### config.mk
export PLATFORM = sky130hd
export DESIGN_NAME = reset_and_brownout_control
export DESIGN_NICKNAME = d
export VERILOG_FILES = /design/src/inc/reset_bor_pkg.sv /design/src/rtl/reset_and_brownout_control.sv
export SDC_FILE = /design/constraint.sdc
export NUM_CORES = 1
export LEC_CHECK = 0
export BUFFER_PORTS_ARGS = -buffer_cell sky130_fd_sc_hd__buf_4
export CAP_MARGIN = 10
export CORE_MARGIN = 1.5
export CORE_UTILIZATION = 50
export CTS_CLUSTER_SIZE = 8
export DETAILED_ROUTE_END_ITERATION = 8
export PLACE_DENSITY_LB_ADDON = 0.25
export SLEW_MARGIN = 20
export SYNTH_ARGS = -nofsm -noshare
export SYNTH_HDL_FRONTEND = slang
export SYNTH_SLANG_ARGS = --single-unit
### constraint.sdc
create_clock -name i_clock -period 2.3 [get_ports i_clock]
set_input_delay 0.345 -clock i_clock [delete_from_list [all_inputs] [get_ports i_clock]]
set_output_delay 0.345 -clock i_clock [all_outputs]
set_load 0.005 [all_outputs]
### src/inc/reset_bor_pkg.sv
package reset_bor_pkg;

  // ----------------------------------------
  // Clock and timing
  // ----------------------------------------
  localparam int CLOCK_HZ = 10_000_000;
  localparam int CLOCK_PERIOD_NS = 100;
  localparam int POWER_UP_TIMER_TIME_MS = 64;
  localparam int POWER_UP_TIMER_CYCLES = POWER_UP_TIMER_TIME_MS * (CLOCK_HZ / 1000);
  localparam int BOR_FILTER_TIME_NS = 1000;
  localparam int BOR_FILTER_CYCLES =
    (BOR_FILTER_TIME_NS + CLOCK_PERIOD_NS - 1) / CLOCK_PERIOD_NS;

  // ----------------------------------------
  // Register map (APB byte addresses)
  // ----------------------------------------
  localparam logic [11:0] BROWNOUT_CONTROL_OFFSET = 12'h000;
  localparam logic [11:0] RESET_CAUSE_OFFSET = 12'h004;

  // ----------------------------------------
  // Field positions and reset values
  // ----------------------------------------
  localparam int SW_BROWNOUT_ENABLE_BIT = 7;
  localparam int BROWNOUT_READY_BIT = 0;
  localparam logic SW_BROWNOUT_ENABLE_RESET = 1'b1;
  localparam logic [7:0] RESET_CAUSE_RESET = 8'h01;

  // Reset cause bit positions
  localparam int CAUSE_POWER_ON = 0;
  localparam int CAUSE_BROWN_OUT = 1;
  localparam int CAUSE_MASTER_CLEAR = 2;
  localparam int CAUSE_WATCHDOG = 3;
  localparam int CAUSE_INSTRUCTION = 4;
  localparam int CAUSE_STACK_OVERFLOW = 5;
  localparam int CAUSE_STACK_UNDERFLOW = 6;
  localparam int CAUSE_PROG_EXIT = 7;

  // ----------------------------------------
  // Brown-out mode encodings
  // ----------------------------------------
  localparam logic [1:0] BOR_MODE_ALWAYS_ON = 2'h3;
  localparam logic [1:0] BOR_MODE_SLEEP_OFF = 2'h2;
  localparam logic [1:0] BOR_MODE_SOFTWARE = 2'h1;
  localparam logic [1:0] BOR_MODE_OFF = 2'h0;

  // ----------------------------------------
  // Carriers
  // ----------------------------------------
  typedef struct packed {
    logic [1:0] brownout_mode_select;
    logic brownout_level_select;
    logic powerup_timer_enable_n;
    logic master_clear_enable;
    logic stack_reset_enable;
  } config_word_t;

  typedef struct packed {
    logic watchdog_timer;
    logic reset_instruction;
    logic stack_overflow;
    logic stack_underflow;
    logic prog_mode_exit;
  } reset_events_t;

endpackage

### src/rtl/reset_and_brownout_control.sv
// The address map and the APB interface to the registers were chosen for this implementation.
module reset_and_brownout_control #(
  parameter int POWER_UP_TIMER_CYCLES = reset_bor_pkg::POWER_UP_TIMER_CYCLES,
  parameter int FILTER_CYCLES = reset_bor_pkg::BOR_FILTER_CYCLES
) (
  input wire logic i_clock,
  input wire logic i_rst_n,
  input wire logic i_clk_en,
  input wire reset_bor_pkg::config_word_t i_config,
  input wire reset_bor_pkg::reset_events_t i_events,
  input wire logic i_supply_low,
  input wire logic i_bor_analog_ready,
  input wire logic i_master_clear_input_n,
  input wire logic i_sleep,
  input wire logic i_osc_start_done,
  input wire logic i_psel,
  input wire logic i_penable,
  input wire logic i_pwrite,
  input wire logic [11:0] i_paddr,
  input wire logic [31:0] i_pwdata,
  output logic [31:0] o_prdata,
  output logic o_pready,
  output logic o_pslverr,
  output logic o_core_reset,
  output logic o_bor_circuit_enable,
  output logic o_brownout_level_select,
  output logic o_wake_hold
);

  // ----------------------------------------
  // Types and functions
  // ----------------------------------------
  typedef enum logic [1:0] {
    ST_HOLD,
    ST_POWER_UP_TIMER,
    ST_OSC,
    ST_RUN
  } seq_state_t;

  localparam int POWER_UP_TIMER_W = $clog2(POWER_UP_TIMER_CYCLES + 1);
  localparam int FILT_W = $clog2(FILTER_CYCLES + 1);

  // Counter widths follow the parameters
  // Timer count saturates at its end value
  // Filter count saturates at its end value
  // Both clear whenever their condition drops

  // Brown-out circuit powered for this mode and sleep state
  function automatic logic bor_enabled(input logic [1:0] mode, input logic sleep,
                                       input logic sw_en);
    case (mode)
      reset_bor_pkg::BOR_MODE_ALWAYS_ON: bor_enabled = 1'b1;
      reset_bor_pkg::BOR_MODE_SLEEP_OFF: bor_enabled = !sleep;
      reset_bor_pkg::BOR_MODE_SOFTWARE: bor_enabled = sw_en;
      default: bor_enabled = 1'b0;
    endcase
  endfunction

  // Start-up waits for ready and good supply only in forced-on modes
  function automatic logic startup_waits(input logic [1:0] mode);
    startup_waits = (mode == reset_bor_pkg::BOR_MODE_ALWAYS_ON) ||
                    (mode == reset_bor_pkg::BOR_MODE_SLEEP_OFF);
  endfunction

  // ----------------------------------------
  // Synchronisers
  // ----------------------------------------
  logic [2:0] sync1_reg;
  logic [2:0] sync2_reg;

  // Two stages for supply, analog ready and master clear pin
  always_ff @(posedge i_clock or negedge i_rst_n) begin
    if (!i_rst_n) begin
      sync1_reg <= 3'h4;
      sync2_reg <= 3'h4;
    end else if (i_clk_en) begin
      sync1_reg <= {i_master_clear_input_n, i_bor_analog_ready, i_supply_low};
      sync2_reg <= sync1_reg;
    end
  end

  // Only the second stage feeds logic
  // Master clear stage resets high: pin idle
  // Ready and supply stages reset low
  // Clock enable low freezes both stages
  wire supply_low_s = sync2_reg[0];
  wire analog_ready_s = sync2_reg[1];
  wire master_clear_n_s = sync2_reg[2];

  // ----------------------------------------
  // Brown-out detection
  // ----------------------------------------
  logic sw_en_reg;
  logic sw_en_next;
  logic [FILT_W-1:0] filt_cnt_reg;
  logic [FILT_W-1:0] filt_cnt_next;
  logic bor_trip_reg;
  logic bor_trip_next;
  logic [1:0] bor_mode;

  assign bor_mode = i_config.brownout_mode_select;
  wire circuit_on = bor_enabled(bor_mode, i_sleep, sw_en_reg);
  wire circuit_ready = o_bor_circuit_enable && analog_ready_s;
  wire protect = circuit_on && circuit_ready;
  wire low_seen = protect && supply_low_s;
  wire filt_done = (filt_cnt_reg == FILT_W'(FILTER_CYCLES));

  // Low supply counted only while protecting
  // Circuit off or not ready: no trip possible
  // Any good sample restarts the filter
  // Filter counter: short dips never reach the trip
  assign filt_cnt_next = !low_seen ? '0 :
                         filt_done ? filt_cnt_reg : filt_cnt_reg + FILT_W'(1);
  // Trip holds until supply recovers
  assign bor_trip_next = low_seen && (filt_done || bor_trip_reg);

  // Brown-out filter and trip
  always_ff @(posedge i_clock or negedge i_rst_n) begin
    if (!i_rst_n) begin
      filt_cnt_reg <= '0;
      bor_trip_reg <= 1'b0;
    end else if (i_clk_en) begin
      filt_cnt_reg <= filt_cnt_next;
      bor_trip_reg <= bor_trip_next;
    end
  end

  // Enable follows mode, sleep and software bit
  // Level select is a plain registered copy
  // Wake hold only in sleep-off mode
  // Analog enable, level select and wake hold
  always_ff @(posedge i_clock or negedge i_rst_n) begin
    if (!i_rst_n) begin
      o_bor_circuit_enable <= 1'b0;
      o_brownout_level_select <= 1'b0;
      o_wake_hold <= 1'b0;
    end else if (i_clk_en) begin
      o_bor_circuit_enable <= circuit_on;
      o_brownout_level_select <= i_config.brownout_level_select;
      o_wake_hold <= (bor_mode == reset_bor_pkg::BOR_MODE_SLEEP_OFF) &&
                     !circuit_ready;
    end
  end

  // ----------------------------------------
  // Start-up sequencer
  // ----------------------------------------
  seq_state_t state_reg;
  seq_state_t state_next;
  logic [POWER_UP_TIMER_W-1:0] power_up_timer_cnt_reg;
  logic [POWER_UP_TIMER_W-1:0] power_up_timer_cnt_next;

  // Sequence: hold, timer, oscillator, run
  // Hold waits for trip release and supply
  // Timer skipped when its enable bit is one
  // Oscillator wait follows the timer
  // Run stays until a power-style event
  // Power-on style events restart the whole sequence
  wire power_event = bor_trip_reg || i_events.prog_mode_exit;
  // Forced-on modes need a ready circuit and good supply first
  wire supply_ok = !startup_waits(bor_mode) ||
                   (circuit_ready && !supply_low_s);
  wire hold_released = !bor_trip_reg && supply_ok;
  wire power_up_timer_done = i_config.powerup_timer_enable_n ||
                   (power_up_timer_cnt_reg == POWER_UP_TIMER_W'(POWER_UP_TIMER_CYCLES));

  // Next state of the sequencer
  always_comb begin
    state_next = state_reg;
    case (state_reg)
      ST_HOLD: begin
        if (hold_released) begin
          state_next = ST_POWER_UP_TIMER;
        end
      end
      ST_POWER_UP_TIMER: begin
        if (power_up_timer_done) begin
          state_next = ST_OSC;
        end
      end
      ST_OSC: begin
        if (i_osc_start_done) begin
          state_next = ST_RUN;
        end
      end
      ST_RUN: state_next = ST_RUN;
      default: state_next = ST_HOLD;
    endcase
    if (power_event) begin
      state_next = ST_HOLD;
    end
  end

  // Timer runs independent of master clear
  // Master clear held long: run starts at release
  // Timer counts only in its own state
  assign power_up_timer_cnt_next = (state_reg != ST_POWER_UP_TIMER) ? '0 :
                         power_up_timer_done ? power_up_timer_cnt_reg : power_up_timer_cnt_reg + POWER_UP_TIMER_W'(1);

  // Sequencer state and power-up timer
  always_ff @(posedge i_clock or negedge i_rst_n) begin
    if (!i_rst_n) begin
      state_reg <= ST_HOLD;
      power_up_timer_cnt_reg <= '0;
    end else if (i_clk_en) begin
      state_reg <= state_next;
      power_up_timer_cnt_reg <= power_up_timer_cnt_next;
    end
  end

  // ----------------------------------------
  // Core reset
  // ----------------------------------------
  wire master_clear_hold = i_config.master_clear_enable && !master_clear_n_s;
  wire stack_event = i_config.stack_reset_enable &&
                     (i_events.stack_overflow || i_events.stack_underflow);
  wire pulse_event = i_events.watchdog_timer || i_events.reset_instruction ||
                     stack_event;
  wire core_reset_next = (state_reg != ST_RUN) || power_event ||
                         master_clear_hold || pulse_event;

  // Pulse events give one cycle of reset
  // Stack events gated by their config bit
  // Master clear gated by its enable bit
  // Sequencer holds reset until run state
  // Registered so release lines up with the clock
  always_ff @(posedge i_clock or negedge i_rst_n) begin
    if (!i_rst_n) begin
      o_core_reset <= 1'b1;
    end else if (i_clk_en) begin
      o_core_reset <= core_reset_next;
    end
  end

  // ----------------------------------------
  // APB decode
  // ----------------------------------------
  // Zero wait states: answer in first access cycle
  // Writes land only with pready high
  // Unmapped addresses answer with slave error
  // Upper data bits read as zero
  wire setup_phase = i_psel && !i_penable;
  wire access_write = i_psel && i_penable && o_pready && i_pwrite;
  wire hit_control = (i_paddr == reset_bor_pkg::BROWNOUT_CONTROL_OFFSET);
  wire hit_cause = (i_paddr == reset_bor_pkg::RESET_CAUSE_OFFSET);
  wire wr_control = access_write && hit_control;
  wire wr_cause = access_write && hit_cause;

  logic [7:0] cause_reg;
  logic [7:0] cause_next;
  logic [7:0] cause_set;
  logic [7:0] control_view;
  logic [31:0] read_mux;

  // Control view: enable at bit 7, ready at bit 0, rest zero
  always_comb begin
    control_view = 8'h00;
    control_view[reset_bor_pkg::SW_BROWNOUT_ENABLE_BIT] = sw_en_reg;
    control_view[reset_bor_pkg::BROWNOUT_READY_BIT] = circuit_ready;
  end

  assign read_mux = hit_control ? {24'h000000, control_view} :
                    hit_cause ? {24'h000000, cause_reg} : 32'h00000000;

  // Power-style event wins over a write
  // Bit stays writable in every mode
  // Software enable: written by software, set again by brown-out or program-mode exit
  assign sw_en_next = power_event ? reset_bor_pkg::SW_BROWNOUT_ENABLE_RESET :
                      wr_control ? i_pwdata[reset_bor_pkg::SW_BROWNOUT_ENABLE_BIT] :
                      sw_en_reg;

  // Power-on bit set only by async reset
  // Other bits set by their own event
  // Cause events, each sticky
  always_comb begin
    cause_set = 8'h00;
    cause_set[reset_bor_pkg::CAUSE_BROWN_OUT] = bor_trip_reg;
    cause_set[reset_bor_pkg::CAUSE_MASTER_CLEAR] = master_clear_hold;
    cause_set[reset_bor_pkg::CAUSE_WATCHDOG] = i_events.watchdog_timer;
    cause_set[reset_bor_pkg::CAUSE_INSTRUCTION] = i_events.reset_instruction;
    cause_set[reset_bor_pkg::CAUSE_STACK_OVERFLOW] =
      i_config.stack_reset_enable && i_events.stack_overflow;
    cause_set[reset_bor_pkg::CAUSE_STACK_UNDERFLOW] =
      i_config.stack_reset_enable && i_events.stack_underflow;
    cause_set[reset_bor_pkg::CAUSE_PROG_EXIT] = i_events.prog_mode_exit;
  end

  // Write one to clear; a new event wins over the clear
  assign cause_next = (cause_reg & ~(wr_cause ? i_pwdata[7:0] : 8'h00)) | cause_set;

  // Async reset acts as power-on reset
  // Enable bit and cause word reset here
  // Register file
  always_ff @(posedge i_clock or negedge i_rst_n) begin
    if (!i_rst_n) begin
      sw_en_reg <= reset_bor_pkg::SW_BROWNOUT_ENABLE_RESET;
      cause_reg <= reset_bor_pkg::RESET_CAUSE_RESET;
    end else if (i_clk_en) begin
      sw_en_reg <= sw_en_next;
      cause_reg <= cause_next;
    end
  end

  // Read data zero outside a read answer
  // Error flag stands only with pready
  // Back-to-back transfers need no idle cycle
  // APB answer: registered in setup, valid in first access cycle
  always_ff @(posedge i_clock or negedge i_rst_n) begin
    if (!i_rst_n) begin
      o_pready <= 1'b0;
      o_pslverr <= 1'b0;
      o_prdata <= 32'h00000000;
    end else if (i_clk_en) begin
      o_pready <= setup_phase;
      o_pslverr <= setup_phase && !(hit_control || hit_cause);
      o_prdata <= (setup_phase && !i_pwrite) ? read_mux : 32'h00000000;
    end
  end

endmodule

# Word level (Yosys, flattened, before mapping)
# Index checks and enable logic that the tools add are counted.
# totals
output_inout_bits	38
in_bits	66
word_cells	99
register_bits	80
# op_classes
add_sub_neg	2
reduce_logical	47
mux	16
bitwise_logic	3
eq_ne	16
# op_table
op	n
$mux W20	2
$mux W8	4
$add A20 B1 Y20 const B	1
$eq A20 B20 Y1 const B	1
$logic_and A1 B1 Y1	19
$eq A12 B3 Y1 const B	1
$logic_not A12 Y1	1
$logic_or A1 B1 Y1	12
$logic_not A1 Y1	9
$ne A3 B3 Y1 const B	3
$and A8 B8 Y8	1
$eq A2 B2 Y1 const B	4
$mux W2	4
$mux W4	2
$not A8 Y8	1
$or A8 B8 Y8	1
$pmux W2 S4	1
$reduce_and A2 Y1	3
$add A4 B1 Y4 const B	1
$eq A2 B1 Y1 const B	2
$eq A4 B4 Y1 const B	1
$ne A2 B1 Y1 const B	2
$ne A2 B2 Y1 const B	2
$reduce_and A4 Y1	1
other kinds (4)	5

# Logic depth before layout (Yosys ltp)
# Gate-level depths: netlist of run 1.
# logic_depth
depth_word	8
mapped_depth	7
depth_no_buf	7

# Least setup slack after synthesis of run 1
# OpenSTA, ideal clock, no wires.
# synth_timing
path_type	register -> register
startpoint	register power_up_timer_cnt_reg[0]
endpoint	register power_up_timer_cnt_reg[15]
path_buffers	0
setup_time_ps	78
required_ps	2222
arrival_ps	1672
path_stages_with_launch	8
setup_slack_ps	550
synth_period_minus_slack_ps	1750
cell_sequence	dfrtp_1 inv_1 ha_1 nor4bb_1 and4_2 a21o_1 or3_1 a21oi_1
# synth_via
elab_chain_cells	4
elab_cells_between_ends	7
classes_between	add/sub: 1; eq/ne: 2; mux: 2; reduce/logical: 2
# synth_rtl
element	line_no	source
from (decl)	reset_and_brownout_control.sv:150	logic [POWER_UP_TIMER_W-1:0] power_up_timer_cnt_reg;
from (signal assigned)	reset_and_brownout_control.sv:207	power_up_timer_cnt_reg <= power_up_timer_cnt_next;
branches (longest 4 deep; another with $add A20 B1 Y20)	-	
# Several ways; the timed one is not identified. The select of a mux whose other input is x is not followed.
# A chain may end at the register's enable or synchronous reset.

# Worst setup path after layout of run 1
# Same ends and word-level chain as after synthesis.

==> results of run 1 <==
==> worst max-delay path, cell delays in order, from the launching register on <==
cell and delay, ns:
dfrtp_1 0.46, inv_1 0.09, ha_1 0.19, nor4bb_1 0.13
and4_2 0.28, a21o_1 0.24, or3_1 0.35, a21oi_1 0.15
==> through the flow <==
step / std cells / total power [W] / cell area (um^2) / utilization (%) / worst slack (ns)
finish: 440 / 0.00203 / 3540 / 60.1 / 0.336
global route: 440 / 0.00213 / 3540 / 60.1 / 0.184
CTS: 440 / 0.00205 / 3540 / 60.1 / 0.332
detailed placement: 432 / 0.00139 / 3430 / 58.2 / 0.383
global placement: 432 / 0.00138 / 3430 / 58.2 / 0.398
floorplan: 334 / 0.00128 / 3120 / - / 0.550
==> worst max path at each step <==
stage	slack (ns)	endpoint	depth (start not counted)	from
finish	0.34	power_up_timer_cnt_reg[15]$_DFFE_PN0P_	7	power_up_timer_cnt_reg[0]$_DFFE_PN0P_
global route	0.18	power_up_timer_cnt_reg[1]$_DFFE_PN0P_	7	power_up_timer_cnt_reg[0]$_DFFE_PN0P_
CTS	0.33	power_up_timer_cnt_reg[15]$_DFFE_PN0P_	7	power_up_timer_cnt_reg[0]$_DFFE_PN0P_
detailed placement	0.38	cause_reg[4]$_DFFE_PN0P_	5	i_paddr[5]
global placement	0.40	cause_reg[1]$_DFFE_PN0P_	5	i_paddr[5]
floorplan	0.55	power_up_timer_cnt_reg[15]$_DFFE_PN0P_	7	power_up_timer_cnt_reg[0]$_DFFE_PN0P_
==> per-layer routing <==
metal,global-route usage [%],vias to the layer above,part of all wire (%)
li1,-,1186,-
met1,28.5,1188,44
met2,36.2,73,49
met3,3.93,6,4.9
met4,6.21,0,1.2
met5,0,-,0
==> power groups by stage <==
stage	Clock, W	Combinational [W]	Sequential, W
6_report	0.000657	0.000306	0.00107
5_1_grt	0.000714	0.000344	0.00108
4_1_cts	0.000674	0.000307	0.00107
3_5_place_dp	0	0.000306	0.00109
3_3_place_gp	0	0.000298	0.00109
2_1_floorplan	0	0.000201	0.00108
==> cells in the mapped netlist (3+ instances only) <==
| cell | count |
|---|---|
| nand2_1 | 23 |
| clkbuf_1 | 7 |
| nand3_1 | 8 |
| nand2b_1 | 3 |
| o21ai_0 | 24 |
| a31oi_1 | 5 |
| a21oi_1 | 13 |
| or3_1 | 5 |
| dfstp_2 | 5 |
| nor3_1 | 12 |
| nor2_1 | 16 |
| buf_4 | 24 |
| nand3b_1 | 3 |
| mux2i_1 | 3 |
| ha_1 | 4 |
| mux2_2 | 7 |
| a221o_1 | 4 |
| nor2b_1 | 10 |
| buf_1 | 3 |
| dfrtp_1 | 51 |
| inv_1 | 13 |
| o2bb2ai_1 | 4 |
| nand4_1 | 6 |
| a22o_1 | 9 |
| nor4_1 | 8 |
| o31ai_1 | 3 |
| a21o_1 | 4 |
==> cells by family (layout without fill, tap and decap cells) <==
logic type | after synthesis | count (layout) | share of synthesized area (%)
adders and majority gates | 4 | 4 | 1.65
DFF | 56 | 56 | 46.3
and+or+nand+nor | 111 | 111 | 20.6
other | 1 | 24 | 0.123
xor gates and xnor gates | 3 | 3 | 0.865
buffers and inverters | 49 | 80 | 9.31
AOI/OAI and AO/OA | 77 | 77 | 17.5
muxes | 10 | 10 | 3.58
==> cell type report <==
type	count	share of cell area (%)
repair buffers	59	12.5
clock inverters	2	1.10
multi-input cells	229	40.5
well taps	75	2.65
inverters	13	1.38
clock buffers	6	2.05
flip-flops and latches	56	39.8
==> flow_metrics.tcl, run 1 <==
set metrics [dict create \
    antenna_found_initial 0 \
    synth_edf_count 0 \
    multi_input_area_um2 1430 \
    reg2reg_from "power_up_timer_cnt_reg[0]$_DFFE_PN0P_" \
    gp_congestion 0.894 \
    drc 0 \
    r2r-end "power_up_timer_cnt_reg[15]$_DFFE_PN0P_" \
    largest_reg_flops 20 \
    cts-resized-gates 0 \
    via_per_inst 5.58 \
    end_kind "flip-flop" \
    drtIter0Drc 280 \
    clk_transition_reported_paths_ns 0.11 \
    grt_overflow 0 \
    fin_nets 434 \
    pin_count 104 \
    p_clk_share_pct 32.3 \
    drt-total-wl_um 6570 \
    syn_inst 311 \
    critPathMaxFanout 6 \
    fin_crit_sh_pct 85.4 \
    cts_root_buf "clkbuf_8" \
    leakage_nw 1.63 \
    final_cell_mix "buf_4, dfrtp_1, o21ai_0, conb_1, nand2_1" \
    cts_tree "done" \
    r2r_setup_slack_ns 0.34 \
    worst_pin_slew_ns 0.684 \
    pwr-share-seq_pct 52.7 \
    diodes 0 \
    swShare_pct 26.5 \
    cp-start-kind "flip-flop" \
    numPortBuffers 55 \
    hold_slack_ns 0.0816 \
    clock-sinks 56 \
    critPathRequiredTime_ns 2.53 \
    synthArstFlopShare_pct 100 \
    yosys.area.top_type "dfrtp_1" \
    synth_area_leaders "dfrtp_1, buf_4, dfstp_2, o21ai_0, nand2_1" \
    core-area_um2 5890 \
    fp-row-count 28 \
    hold_viol_final 0 \
    ys.flop_type "dfrtp_1" \
    drive_gt1_share_pct 23.8 \
    clockBufferDepth 2 \
    yosys.area.top_type_share_pct 42.0 \
    post_drt_wl_per_cell_um 14.9 \
    p_int_w 0.00149 \
    final_common_cell "buf_4" \
    finalCriticalPeriod_ns 1.96 \
    setup_viol 0 \
    critical_path_arrival_ns 2.19 \
    cts_setup_buffers 0 \
    r2r_cells 7 \
    fin_skew_ns 0.00929 \
    grt_pass1_vias 2385 \
    insertion_delay_ns 0.30 \
    synth_cell_types 54 \
    cts.htree.levels 2 \
    drv_slew 0 \
    area_growth_syn_to_layout_pct 16.5 \
    status "completed" \
    die_h_um 80.9 \
    fmax_ghz 0.509 \
    grt_pass1_wl_um 11000 \
    dr.pass1.iters 4 \
    hold_class "primary input to asynchronous set/reset pin" \
    cts-hold-fix-buffers 0 \
    combPwrFrac_pct 15.0 \
    fillers 519 \
    ant_nets 0 \
    cts_buffers 5 \
    ys_warn_count 0 \
    max-slew-margin-rel_pct 54.4 \
    regArea_um2 1410 \
    power.density_nw_per_um2 575 \
    irDropWorstVdd_mv 0.335 \
    detailroute.via_count 2453 \
    grt_use_total_pct 21.5 \
    maxCapViolations 0 \
    critPathKind "flip-flop to flip-flop" \
    synth_seq_area_share_pct 46.3 \
    avgSynthCellArea_um2 9.77 \
    hpwlAfterDp_um 4730 \
    grt_max_degree 57 \
    dieArea_um2 6550 \
    die_x_um 80.9 \
    switchingPower_w 0.000539 \
    grt_setup_unrepaired "false" \
    netlist_area_um2 3040 \
    ys_ff_latch 56 \
    finalSetupTns_ns 0 \
    initial_core_util_pct 51.6 \
]
No activity file was read; power rests on OpenSTA's default activity.
==> inputs of run 2 (changes only) <==
--- a/config.mk
+++ b/config.mk
@@ -5,7 +5,7 @@
 export SDC_FILE = /design/constraint.sdc
 export NUM_CORES = 1
 export LEC_CHECK = 0
-export BUFFER_PORTS_ARGS = -buffer_cell sky130_fd_sc_hd__buf_4
+export BUFFER_PORTS_ARGS = -buffer_cell sky130_fd_sc_hd__buf_2
 export CAP_MARGIN = 10
 export CORE_MARGIN = 1.5
 export CORE_UTILIZATION = 50
==> flow_metrics.tcl, run 2 (synthesized netlist as in run 1, its figures left out) <==
set metrics [dict create \
    status "completed" \
    worst-path-buf-inv 1 \
    cts-hold-fix-buffers 0 \
    ant_nets 0 \
    r2r_setup_slack_ns 0.34 \
    fmax_ghz 0.510 \
    cts_buffers 5 \
    grt_pass1_vias 2278 \
    placedCellCount 433 \
    maxCapViolations 0 \
    hold_viol_final 0 \
    clk_transition_reported_paths_ns 0.10 \
    finalPower_w 0.00191 \
    drive_gt1_share_pct 24.0 \
    fin_crit_sh_pct 85.3 \
    end_kind "flip-flop" \
    fin_cells 441 \
    largest_reg_flops 20 \
    cts_tree "done" \
    clock-sinks 56 \
    placed_area_um2 3300 \
    cp-startpoint "power_up_timer_cnt_reg[0]$_DFFE_PN0P_" \
    fin_nets 435 \
    detailroute.via_count 2448 \
    reg2reg_from "power_up_timer_cnt_reg[0]$_DFFE_PN0P_" \
    worst_pin_slew_ns 0.706 \
    cp.depth 7 \
    finalSetupTns_ns 0 \
    cts_root_buf "clkbuf_8" \
    cp-start-kind "flip-flop" \
    drt-total-wl_um 6270 \
    critPathTopFamily "compound AO/OA/AOI/OAI gates" \
    cts-resized-gates 0 \
    fillers 545 \
    via_per_inst 5.55 \
    dr.pass1.iters 4 \
    final_common_cell "buf_2" \
    antenna_found_initial 0 \
    leakage_nw 1.58 \
    endpoint "power_up_timer_cnt_reg[2]$_DFFE_PN0P_" \
    cts_setup_buffers 0 \
    grt_max_degree 57 \
    grt_overflow 0 \
    grt_pass1_wl_um 10800 \
    worstPathCellList "inv_1 > ha_1 > nor4bb_1 > and2_1 > and4_1 > o311ai_0 > o41ai_1" \
    drc 0 \
    post_drt_wl_per_cell_um 14.2 \
    drtIter0Drc 185 \
    grt_use_total_pct 21.1 \
    final_cell_mix "buf_2, dfrtp_1, o21ai_0, conb_1, nand2_1" \
    critical_path_arrival_ns 2.13 \
    insertion_delay_ns 0.31 \
    fp-row-count 28 \
    power.density_nw_per_um2 562 \
    max-slew-margin-rel_pct 52.9 \
    die_h_um 80.9 \
    numPortBuffers 55 \
    drv_slew 0 \
    grt_setup_unrepaired "false" \
    hold_class "primary input to asynchronous set/reset pin" \
    r2r_cells 7 \
    hpwlAfterDp_um 4570 \
    finalCriticalPeriod_ns 1.96 \
    cts.htree.levels 2 \
    critPathRequiredTime_ns 2.47 \
    pin_count 104 \
    irDropWorstVdd_mv 0.290 \
    gp_congestion 0.912 \
    clockBufferDepth 2 \
    slowest_stage "dfrtp_1" \
    area_growth_syn_to_layout_pct 11.6 \
    critPathKind "flip-flop to flip-flop" \
    core-area_um2 5890 \
    diodes 0 \
    fin_skew_ns 0.00697 \
    critPathMaxFanout 6 \
    initial_core_util_pct 51.6 \
    die_x_um 80.9 \
    postLayoutCellArea_um2 3390 \
    setup_viol 0 \
    dieArea_um2 6550 \
    slowest_delay_ns 0.46 \
    r2r-end "power_up_timer_cnt_reg[2]$_DFFE_PN0P_" \
    utilization_pct 57.6 \
]
run 2: changes by cell type in the layout (fill, tap and decap cells not counted), sizes merged:
cell      change
clkbuf        +1
bufinv        -1
buf           +1
clkinvlp      +1
inv           -1
run 2: through the flow:
stage	hold slack [ns]	setup slack (ns)
final	0.154	0.338
after global routing	0.179	0.220
after global placement	0.471	0.341
after CTS	0.162	0.371
after floorplan	0.0494	0.550
after detailed placement	0.470	0.329
run 2: layer usage:
layer	routed length, um	vias up	GRT usage, %
met5	0	-	0
met3	274	9	4.27
met2	3150	65	34.5
met1	2770	1181	28.6
met4	69	0	5.52
li1	-	1193	-
run 2: layout make-up:
class | instances | area [um^2] | share of cell area [%]
tap | 75 | 93.8 | 2.77
sequential | 56 | 1410 | 41.5
timing repair buffer | 60 | 313 | 9.23
clock inverter | 1 | 7.51 | 0.221
inverter | 13 | 48.8 | 1.44
clock buffer | 7 | 86.3 | 2.55
multi-input combinational | 229 | 1430 | 42.3
run 2: worst min path at each step:
stage | cells past startpoint | start | endpoint
2_1_floorplan | 0 | i_rst_n | bor_trip_reg$_DFFE_PN0P_
3_3_place_gp | 1 | o_prdata[0]$_DFFE_PN0P_ | o_prdata[0]$_DFFE_PN0P_
3_5_place_dp | 1 | o_prdata[0]$_DFFE_PN0P_ | o_prdata[0]$_DFFE_PN0P_
4_1_cts | 2 | i_pwdata[0] | cause_reg[0]$_DFFE_PN1P_
5_1_grt | 2 | i_pwdata[0] | cause_reg[0]$_DFFE_PN1P_
6_report | 2 | i_rst_n | power_up_timer_cnt_reg[3]$_DFFE_PN0P_
run 2: power breakdown:
part | switching, W | total (W) | internal (W)
combinational | 0.000167 | 0.000280 | 0.000113
sequential | 0.0000395 | 0.00107 | 0.00103
clock | 0.000312 | 0.000557 | 0.000246
